[src/pmc_pkg.sv]
package pmc_pkg;
    // ----------------------------------------
    // register map
    // ----------------------------------------
    localparam logic [7:0] FLASH_READ_TIMING_ADDR = 8'hb7;
    localparam logic [7:0] FLASH_READ_TIMING_RST = 8'h00;
    localparam logic [7:0] POWER_CONTROL_ADDR = 8'h87;
    localparam logic [7:0] WAKE_CONFIG_ADDR = 8'hb5;
    localparam int ONESHOT_SKIP_POS = 6;
    localparam int IDLE_SEL_POS = 0;
    localparam int HALT_SEL_POS = 1;
    localparam int SLEEP_SEL_POS = 7;
    localparam int SUSPEND_SEL_POS = 6;
    localparam int FLAG_CLEAR_POS = 5;
    localparam int WAKE_FLAG_W = 5;
    localparam logic [7:0] FLASH_READ_TIMING_MASK = 8'h40;
    localparam logic [7:0] WAKE_ENABLE_MASK = 8'h0f;

    // ----------------------------------------
    // power modes, one-hot
    // ----------------------------------------
    typedef enum logic [4:0] {
        PMC_NORMAL  = 5'b0_0001,
        PMC_IDLE    = 5'b0_0010,
        PMC_STOP    = 5'b0_0100,
        PMC_SUSPEND = 5'b0_1000,
        PMC_SLEEP   = 5'b1_0000
    } pmc_mode_t;

    // special function register write/read port
    typedef struct packed {
        logic       wr;
        logic       rd;
        logic [7:0] addr;
        logic [7:0] wdata;
    } pmc_sfr_t;
endpackage : pmc_pkg

[src/pmc_top.sv]
`timescale 1ns/1ps
// Contract
// - idle entered after writing instruction completes
// - idle keeps state, peripherals run
// - enabled interrupt clears idle, restarts CPU
// - resume after idle-setting instruction
// - reset ends idle, fetch from zero
// - watchdog reset ends idle
// - stop entered after writing instruction completes
// - stop halts CPU and precision oscillator
// - only reset ends stop, fetch zero
// - missing clock reset ends stop
// - bypass zero selects one-shot read time
// - bypass one selects clock read time
// - reserved timing bits read zero
// - any instruction may follow bypass clear
// - five modes with entry and wake
// - suspend gates clock, oscillators off
// - sleep gates supply, keeps rtc only
// - sleep select bit enters sleep
// - suspend select bit enters suspend
// - flag clear bit clears all flags; a wake event in the same cycle stays set
module pmc_top #(
    parameter int WAKE_W = pmc_pkg::WAKE_FLAG_W // wake flag count
) (
    input  wire logic CLK_I,                    // 200 MHz system clock
    input  wire logic SYS_RST_I,                // sync reset, high
    input  wire logic CLK_EN_I,                 // freezes state when low
    input  wire pmc_pkg::pmc_sfr_t SFR_I,       // cpu register access
    input  wire logic INSN_DONE_I,              // writing instruction retired
    input  wire logic IRQ_PEND_I,               // enabled interrupt asserted
    input  wire logic WDT_RST_I,                // watchdog timeout reset
    input  wire logic MCD_RST_I,                // missing clock reset
    input  wire logic EXT_RST_I,                // external reset
    input  wire logic [WAKE_W-1:0] WAKE_EV_I,   // suspend/sleep wake events
    output logic [7:0] SFR_RDATA_O,             // read data
    output logic CPU_HALT_O,                    // cpu halted
    output logic CPU_RESET_O,                   // reset, fetch from zero
    output logic PREC_OSC_EN_O,                 // precision oscillator on
    output logic ALL_OSC_EN_O,                  // internal oscillators on
    output logic SYSCLK_GATE_O,                 // system clock gated
    output logic SUPPLY_GATE_O,                 // core supply gated
    output logic FLASH_ONESHOT_O,               // one-shot sets read time
    output logic [4:0] MODE_O                   // current mode one-hot
);
    // elaboration check: wake decode is built for five flags
    if (WAKE_W != pmc_pkg::WAKE_FLAG_W) begin : g_bad_wake_w
        $error("WAKE_W must be 5");
    end

    // ----------------------------------------
    // state
    // ----------------------------------------
    pmc_pkg::pmc_mode_t mode_q, mode_d;
    logic bypass_q, bypass_d;
    logic pend_idle_q, pend_idle_d;
    logic pend_stop_q, pend_stop_d;
    logic [WAKE_W-1:0] flags_q, flags_d;
    logic [3:0] wake_en_q, wake_en_d;
    logic [7:0] rdata_q, rdata_d;
    logic any_rst;
    logic halt_d, crst_d, posc_d, aosc_d, cgate_d, sgate_d, oshot_d;
    logic wr_power_control_reg, wr_wake, wr_flash;

    // decode of a write to one address
    function automatic logic sfr_wr(input pmc_pkg::pmc_sfr_t s, input logic [7:0] a);
        sfr_wr = s.wr && (s.addr == a);
    endfunction : sfr_wr

    assign any_rst = WDT_RST_I | MCD_RST_I | EXT_RST_I;
    assign wr_power_control_reg = sfr_wr(SFR_I, pmc_pkg::POWER_CONTROL_ADDR);
    assign wr_wake = sfr_wr(SFR_I, pmc_pkg::WAKE_CONFIG_ADDR);
    assign wr_flash = sfr_wr(SFR_I, pmc_pkg::FLASH_READ_TIMING_ADDR);

    // ----------------------------------------
    // mode sequencing
    // ----------------------------------------
    always_comb begin
        mode_d = mode_q;
        pend_idle_d = pend_idle_q;
        pend_stop_d = pend_stop_q;
        // select bits latched until the instruction retires
        if (wr_power_control_reg) begin
            pend_idle_d = SFR_I.wdata[pmc_pkg::IDLE_SEL_POS];
            pend_stop_d = SFR_I.wdata[pmc_pkg::HALT_SEL_POS];
        end
        case (mode_q)
            pmc_pkg::PMC_NORMAL: begin
                if (wr_wake && SFR_I.wdata[pmc_pkg::SLEEP_SEL_POS]) begin
                    mode_d = pmc_pkg::PMC_SLEEP;
                end else if (wr_wake && SFR_I.wdata[pmc_pkg::SUSPEND_SEL_POS]) begin
                    mode_d = pmc_pkg::PMC_SUSPEND;
                end else if (INSN_DONE_I && pend_stop_q) begin
                    mode_d = pmc_pkg::PMC_STOP;
                end else if (INSN_DONE_I && pend_idle_q) begin
                    mode_d = pmc_pkg::PMC_IDLE;
                end
            end
            pmc_pkg::PMC_IDLE: begin
                if (IRQ_PEND_I) begin
                    mode_d = pmc_pkg::PMC_NORMAL;
                    pend_idle_d = 1'b0;
                end
            end
            pmc_pkg::PMC_STOP: begin
                mode_d = pmc_pkg::PMC_STOP;
            end
            pmc_pkg::PMC_SUSPEND: begin
                if ((WAKE_EV_I[3:0] & wake_en_q) != 4'h0 || WAKE_EV_I[4]) begin
                    mode_d = pmc_pkg::PMC_NORMAL;
                end
            end
            pmc_pkg::PMC_SLEEP: begin
                if ((WAKE_EV_I[2:0] & wake_en_q[2:0]) != 3'h0 || WAKE_EV_I[4]) begin
                    mode_d = pmc_pkg::PMC_NORMAL;
                end
            end
            default: mode_d = pmc_pkg::PMC_NORMAL;
        endcase
        // any reset leaves every mode, selects cleared
        if (any_rst) begin
            mode_d = pmc_pkg::PMC_NORMAL;
            pend_idle_d = 1'b0;
            pend_stop_d = 1'b0;
        end
    end

    // ----------------------------------------
    // registers: flash timing, wake config, read mux
    // ----------------------------------------
    always_comb begin
        bypass_d = bypass_q;
        wake_en_d = wake_en_q;
        flags_d = flags_q;
        rdata_d = rdata_q;
        if (wr_flash) begin
            bypass_d = SFR_I.wdata[pmc_pkg::ONESHOT_SKIP_POS];
        end
        if (wr_wake) begin
            wake_en_d = SFR_I.wdata[3:0] & pmc_pkg::WAKE_ENABLE_MASK[3:0];
        end
        // clear first, then set so a new event survives
        if (wr_wake && SFR_I.wdata[pmc_pkg::FLAG_CLEAR_POS]) begin
            flags_d = '0;
        end
        flags_d = flags_d | WAKE_EV_I;
        if (SFR_I.rd) begin
            case (SFR_I.addr)
                pmc_pkg::FLASH_READ_TIMING_ADDR:
                    rdata_d = {1'b0, bypass_q, 6'b00_0000};
                pmc_pkg::POWER_CONTROL_ADDR:
                    rdata_d = {6'b00_0000, pend_stop_q, pend_idle_q};
                pmc_pkg::WAKE_CONFIG_ADDR:
                    rdata_d = {3'b000, flags_q};
                default: rdata_d = 8'h00;
            endcase
        end
    end

    // registering; state held while CLK_EN_I is low
    always_ff @(posedge CLK_I) begin
        if (SYS_RST_I) begin
            mode_q <= pmc_pkg::PMC_NORMAL;
            pend_idle_q <= 1'b0;
            pend_stop_q <= 1'b0;
            bypass_q <= pmc_pkg::FLASH_READ_TIMING_RST[pmc_pkg::ONESHOT_SKIP_POS];
            wake_en_q <= 4'h0;
            flags_q <= '0;
            rdata_q <= 8'h00;
        end else if (CLK_EN_I) begin
            mode_q <= mode_d;
            pend_idle_q <= pend_idle_d;
            pend_stop_q <= pend_stop_d;
            bypass_q <= bypass_d;
            wake_en_q <= wake_en_d;
            flags_q <= flags_d;
            rdata_q <= rdata_d;
        end
    end

    // ----------------------------------------
    // outputs, registered
    // ----------------------------------------
    // next values of the mode, reset and one-shot outputs
    always_comb begin
        halt_d = (mode_d != pmc_pkg::PMC_NORMAL);
        crst_d = any_rst;
        posc_d = (mode_d == pmc_pkg::PMC_NORMAL)
            || (mode_d == pmc_pkg::PMC_IDLE);
        aosc_d = !((mode_d == pmc_pkg::PMC_SUSPEND)
            || (mode_d == pmc_pkg::PMC_SLEEP));
        cgate_d = (mode_d == pmc_pkg::PMC_SUSPEND);
        sgate_d = (mode_d == pmc_pkg::PMC_SLEEP);
        oshot_d = !bypass_d;
    end

    // output flops only register the next values
    always_ff @(posedge CLK_I) begin
        if (SYS_RST_I) begin
            SFR_RDATA_O <= 8'h00;
            CPU_HALT_O <= 1'b0;
            CPU_RESET_O <= 1'b1;
            PREC_OSC_EN_O <= 1'b1;
            ALL_OSC_EN_O <= 1'b1;
            SYSCLK_GATE_O <= 1'b0;
            SUPPLY_GATE_O <= 1'b0;
            FLASH_ONESHOT_O <= 1'b1;
            MODE_O <= 5'b0_0001;
        end else if (CLK_EN_I) begin
            SFR_RDATA_O <= rdata_d;
            CPU_HALT_O <= halt_d;
            CPU_RESET_O <= crst_d;
            PREC_OSC_EN_O <= posc_d;
            ALL_OSC_EN_O <= aosc_d;
            SYSCLK_GATE_O <= cgate_d;
            SUPPLY_GATE_O <= sgate_d;
            FLASH_ONESHOT_O <= oshot_d;
            MODE_O <= mode_d;
        end
    end
endmodule : pmc_top

[config.mk]
export PLATFORM = sky130hd
export DESIGN_NAME = pmc_top
export DESIGN_NICKNAME = d
export VERILOG_FILES = /design/src/pmc_pkg.sv /design/src/pmc_top.sv
export SDC_FILE = /design/constraint.sdc
export NUM_CORES = 1
export LEC_CHECK = 0
export BUFFER_PORTS_ARGS = -buffer_cell sky130_fd_sc_hd__buf_2
export CAP_MARGIN = 20
export CORE_ASPECT_RATIO = 0.8
export CORE_MARGIN = 2
export CORE_UTILIZATION = 35
export DETAILED_ROUTE_END_ITERATION = 8
export MAX_ROUTING_LAYER = met4
export SYNTH_ARGS = -nofsm -noshare
export SYNTH_HDL_FRONTEND = slang
export SYNTH_SLANG_ARGS = --single-unit
[constraint.sdc]
create_clock -name CLK_I -period 1.75 [get_ports CLK_I]
set_input_delay 0.0875 -clock CLK_I [delete_from_list [all_inputs] [get_ports CLK_I]]
set_output_delay 0.0875 -clock CLK_I [all_outputs]
set_load 0.01 [all_outputs]
==> impl_metrics.toml, run 1 <==
[setup_path]
arrival_ps = 1830
r2r_start = "MODE_O[3]$_SDFFE_PP0P_"
crit_chain = "nor2_1 -> and4_4 -> o311a_2 -> and4bb_4 -> a21o_1"
rr_worst_depth = 5
cpMaxStageDelayCell = "o311a_2"
timing.rr.end = "CPU_HALT_O$_SDFFE_PP0P_"
crit_required_ps = 1920
endpoint_kind = "flip-flop"
slowest_delay_ps = 420
start_kind = "flip-flop"
crit_fanout = 6
critPathKind = "flip-flop to flip-flop"
worst-r2r-setup-slack_ps = 90

[final_layout]
register_area_um2 = 602
area_delta_synth_final_pct = 26.2
multi_input_area_um2 = 802
fin_nets = 245
n_antenna_cell = 0
fill_cells = 421
finish.utilization = 0.451
final_layout_size_suffix_gt1_frac = 0.321

[routing]
antenna_left = 0
drt_wl_total_um = 3560
routedWlPerCell_um = 13.1
dr.pass1.iters = 4
vias = 1369
drc = 0
drt-initial-drc-count = 83
vias_per_cell = 5.03

[yosys]
ys_seq_area_frac = 0.410
synth.area.top_cells = "dfxtp_1 (41%), mux2i_1 (5.5%), nor2_1 (4.6%)"
synth-edff-count = 0
synthTopCellsByCount = "dfxtp_1 (30), nor2_1 (18), a21oi_1 (13)"
synthDistinctLibCells = 43
ys_warn_count = 0
synth_area_mm2 = 0.00146
netlist.area_leader.share = 0.410
synth_ff_type = "dfxtp_1"
synthCells = 165
synth_top_area_cell = "dfxtp_1"
ys_seq_elements = 30
syn_area_per_cell_um2 = 8.87
yosysMostFrequentCell = "dfxtp_1"
synthArstFlopShare = 0

[hold_path]
hold_start = "SFR_I[2]"
hold_path_class = "input pin to flip-flop"
hold_path_depth = 3
worstHoldEndpoint = "wake_en_q[2]$_SDFFE_PP0P_"

[global_routing]
antenna_found_initial = 0
grt_max_degree = 29
grt_first_pass_wirelength_um = 5820
grt_usage = 0.166
gr-total-overflow = 0
grt_pass1_vias = 1239

[die]
row_count = 21
initial_utilization = 0.357
io_pins = 51
die-width_um = 76.3
die_h_um = 61.8
dieArea_mm2 = 0.00472
core-area_mm2 = 0.00410

[power]
p_leak_nw = 0.738
peakVddDrop_mv = 0.307
powerDensity_mw_per_mm2 = 751

[clocking]
cts_buffers = 5
cts_root_buf = "clkbuf_8"
clk_latency_ps = 280
hold_buffers = 0
clock_sinks = 30
clk_pin_slew_ps = 60
clockBufferDepth = 2
htreeDepth = 2
cts_tree = "done"

[sta]
rsz0062_at_grt = "no"
report.final.hold_viol_count = 0
tns_ps = 0
fin_crit_ps = 1660
max_freq_ghz = 0.602
min_period_over_period = 0.948
setup_viol = 0
slew_violations = 0
skew_ps = 5.86

[job]
maxCapViolCount = 0

[placed_design]
dp.final_hpwl_um = 2690
gp_congestion = 0.844
portBuffers = 47

[status]
status = "finished, final reports clean"
## cell families after synthesis
| logic type | synth area share |
|---|---|
| simple gates | 0.314 |
| mux | 0.0547 |
| flops | 0.410 |
| buf+inv | 0.0444 |
| xor+xnor | 0.00598 |
| other cells | 0.00256 |
| compound gates | 0.168 |
## how the worst max path moves through the flow
stage                      startpoint                      end  slack [ps]  cells after the start
2_1_floorplan  MODE_O[3]$_SDFFE_PP0P_  CPU_HALT_O$_SDFFE_PP0P_         150                      5
4_1_cts        MODE_O[3]$_SDFFE_PP0P_  CPU_HALT_O$_SDFFE_PP0P_          90                      5
3_3_place_gp   MODE_O[1]$_SDFFE_PP0P_  CPU_HALT_O$_SDFFE_PP0P_         120                      5
5_1_grt        MODE_O[3]$_SDFFE_PP0P_  CPU_HALT_O$_SDFFE_PP0P_           6                      5
3_5_place_dp   MODE_O[3]$_SDFFE_PP0P_  CPU_HALT_O$_SDFFE_PP0P_         110                      5
6_report       MODE_O[3]$_SDFFE_PP0P_  CPU_HALT_O$_SDFFE_PP0P_          90                      5
## placed cells by master, fill, tap and decap left out, types with 5 or more instances in the layout
master / count
nand2b_1: 9
nand3_1: 6
dfxtp_1: 29
a21oi_1: 13
nor2_1: 18
nand2_1: 10
a22oi_1: 6
nor3_1: 8
buf_2: 47
mux2i_1: 8
clkbuf_8: 6
buf_4: 5
## where the power goes
part           internal, mW  total (mW)  switching [mW]
sequential            0.695       0.701         0.00612
combinational        0.0520       0.121          0.0690
clock                 0.317       0.564           0.248
## worst max-delay path: cells and delay by family, from the launching register on
kind | cells | cell delay, ps
and+or+nand+nor | 3 | 580
AOI/OAI and AO/OA | 2 | 560
DFF | 1 | 410
## cell type report
class / instances / share of cell area
well taps: 57 / 0.0386
clock inverters: 1 / 0.00271
repair buffers: 52 / 0.148
inverters: 2 / 0.00407
flip-flops and latches: 30 / 0.326
multi-input cells: 123 / 0.434
clock buffers: 7 / 0.0467
## state kept, by name (all words and copies together) (netlist names)
register / cells
ALL_OSC_EN_O: 1
CPU_HALT_O: 1
CPU_RESET_O: 1
FLASH_ONESHOT_O: 1
MODE_O: 5
PREC_OSC_EN_O: 1
SFR_RDATA_O: 6
SUPPLY_GATE_O: 1
SYSCLK_GATE_O: 1
bypass_q: 1
flags_q: 5
pend_idle_q: 1
pend_stop_q: 1
wake_en_q: 4
## layer usage
| layer | track usage | routed length [um] | vias up | part of all wire |
|---|---|---|---|---|
| met2 | 0.231 | 1470 | 46 | 0.41 |
| li1 | - | - | 700 | - |
| met4 | 0.0727 | 36 | 0 | 0.010 |
| met3 | 0.0462 | 240 | 4 | 0.067 |
| met5 | - | 0 | - | 0 |
| met1 | 0.225 | 1810 | 619 | 0.51 |
## repair_timing
action / 4_1_cts / 5_1_grt
setup buffers: 0 / 0
resized for setup: 0 / 1
endpoints found under the setup margin: 0 / 1
## through the flow
| stage | hold WS (ps) | total power [mW] | worst slack (ps) | cells | instance area, um2 |
|---|---|---|---|---|---|
| 4_1_cts | 47.9 | 1.41 | 92.0 | 272 | 1850 |
| 3_5_place_dp | 340 | 0.838 | 107 | 264 | 1750 |
| 6_report | 46.9 | 1.39 | 90.2 | 272 | 1850 |
| 5_1_grt | 73.8 | 1.45 | 5.94 | 272 | 1850 |
| 2_1_floorplan | 231 | 0.777 | 155 | 166 | 1470 |
| 3_3_place_gp | 332 | 0.836 | 124 | 264 | 1750 |
Note: power is estimated with default switching activity, not from simulation.
==> run 2: changes to the inputs <==
Settings changed: CORE_UTILIZATION 35 to 49, PLACE_DENSITY set to 0.79.
==> impl_metrics.toml, run 2 (same netlist as run 1, synthesis figures left out) <==
[final_layout]
n_antenna_cell = 0
regMostFlops = "SFR_RDATA_O"
largest_register_ffs = 6
final_common_cell = "buf_2"
final_cell_area_mm2 = 0.00181
final_layout_size_suffix_gt1_frac = 0.316
final_cell_mix = "buf_2 (47), dfxtp_1 (30), nor2_1 (18)"
fin_nets = 242
finish.utilization = 0.644
fill_cells = 237
area_delta_synth_final_pct = 23.6
top_regs = "SFR_RDATA_O (6), MODE_O (5), flags_q (5)"

[placed_design]
gp_congestion = 0.848
place_area_mm2 = 0.00171
dp.final_hpwl_um = 2680
portBuffers = 47

[die]
row_count = 17
die-width_um = 65.1
initial_utilization = 0.521
core-area_mm2 = 0.00281
die_h_um = 52.9
io_pins = 51
dieArea_mm2 = 0.00344

[clocking]
clk_latency_ps = 280
cts_tree = "done"
clk_pin_slew_ps = 60
clockBufferDepth = 2
clock_sinks = 30
cts_root_buf = "clkbuf_8"
htreeDepth = 2
hold_buffers = 0
cts_buffers = 5

[status]
status = "finished, final reports clean"

[power]
seq_power_share = 0.500
p_leak_nw = 0.724
p_comb_frac = 0.085
powerDensity_mw_per_mm2 = 775
switching_share = 0.243
p_sw_mw = 0.341
p_int_mw = 1.06
clkPwrFrac = 0.414
peakVddDrop_mv = 0.556
total_power_mw = 1.40

[hold_path]
hold_path_class = "input pin to flip-flop"

[routing]
drc = 0
drt-initial-drc-count = 88
dr.pass1.iters = 4
drt_wl_total_um = 3550
vias_per_cell = 5.68
routedWlPerCell_um = 14.2
antenna_left = 0
vias = 1421

[global_routing]
gr-total-overflow = 0
grt_max_degree = 33
grt_usage = 0.234
grt_pass1_vias = 1306
antenna_found_initial = 0
grt_first_pass_wirelength_um = 5890

[sta]
slew_headroom = 0.637
max_freq_ghz = 0.596
rsz0062_at_grt = "no"
setup_viol = 0
whs_ps = 59.4
slew_violations = 0
fin_crit_ps = 1680
report.final.hold_viol_count = 0
worst_slew_pin_slew_ps = 544
min_period_over_period = 0.959
tns_ps = 0
skew_ps = 3.76

[setup_path]
endpoint_kind = "flip-flop"
worstSetupStartpoint = "MODE_O[1]$_SDFFE_PP0P_"
worst-r2r-setup-slack_ps = 70
arrival_ps = 1860
rr_worst_depth = 5
crit_required_ps = 1930
timing.rr.end = "CPU_HALT_O$_SDFFE_PP0P_"
critPathKind = "flip-flop to flip-flop"
start_kind = "flip-flop"
cp-endpoint = "CPU_HALT_O$_SDFFE_PP0P_"
crit_fanout = 8
r2r_start = "MODE_O[1]$_SDFFE_PP0P_"

[job]
maxCapViolCount = 0
==> run 2: per-layer routing <==
metal	up-vias	wire (um)	global-route usage
met5	-	0	-
met4	0	63	0.101
met3	7	344	0.0532
met2	73	1680	0.381
met1	645	1460	0.283
li1	696	-	-
==> run 2: worst max-delay path, cell delays in order, from the launching register on <==
cell and delay [ps]:
dfxtp_1 470, inv_1 100, and4_4 200, o311a_2 430, and4bb_4 230, a21o_1 140
==> run 2: how the worst min path moves through the flow <==
stage          startpoint                        end  slack [ps]  cells after the start
2_1_floorplan    SFR_I[6]      bypass_q$_SDFFE_PP0P_         230                      2
6_report         SFR_I[2]  wake_en_q[2]$_SDFFE_PP0P_          60                      3
5_1_grt          SFR_I[0]  wake_en_q[0]$_SDFFE_PP0P_         100                      3
4_1_cts          SFR_I[2]  wake_en_q[2]$_SDFFE_PP0P_          60                      3
3_3_place_gp     SFR_I[3]  wake_en_q[3]$_SDFFE_PP0P_         330                      3
3_5_place_dp     SFR_I[2]  wake_en_q[2]$_SDFFE_PP0P_         360                      3
==> run 2: final cells by class <==
cell class / count / area [um2] / share of cell area
clock inverters: 2 / 12.5 / 0.00692
multi-input cells: 123 / 808 / 0.447
clock buffers: 6 / 82.6 / 0.0456
inverters: 2 / 7.51 / 0.00415
well taps: 38 / 47.5 / 0.0263
repair buffers: 49 / 250 / 0.138
flip-flops and latches: 30 / 601 / 0.332
==> run 2: metrics by stage <==
step	cells	worst slack [ps]
final	250	72.3
after CTS	250	91.1
after global placement	242	153
after detailed placement	242	102
after global routing	250	3.76
after floorplan	166	155
==> run 2: what timing repair did <==
action | CTS | global route
gates resized for setup | 0 | 1
endpoints found under the setup margin | 0 | 2
buffers inserted | 0 | 0
==> run 2: power by group through the flow <==
| stage | sequential, mW | clock [mW] | combinational (mW) |
|---|---|---|---|
| 2_1_floorplan | 0.717 | 0 | 0.0600 |
| 3_3_place_gp | 0.716 | 0 | 0.113 |
| 3_5_place_dp | 0.716 | 0 | 0.118 |
| 4_1_cts | 0.701 | 0.588 | 0.118 |
| 5_1_grt | 0.702 | 0.615 | 0.133 |
| 6_report | 0.702 | 0.581 | 0.119 |
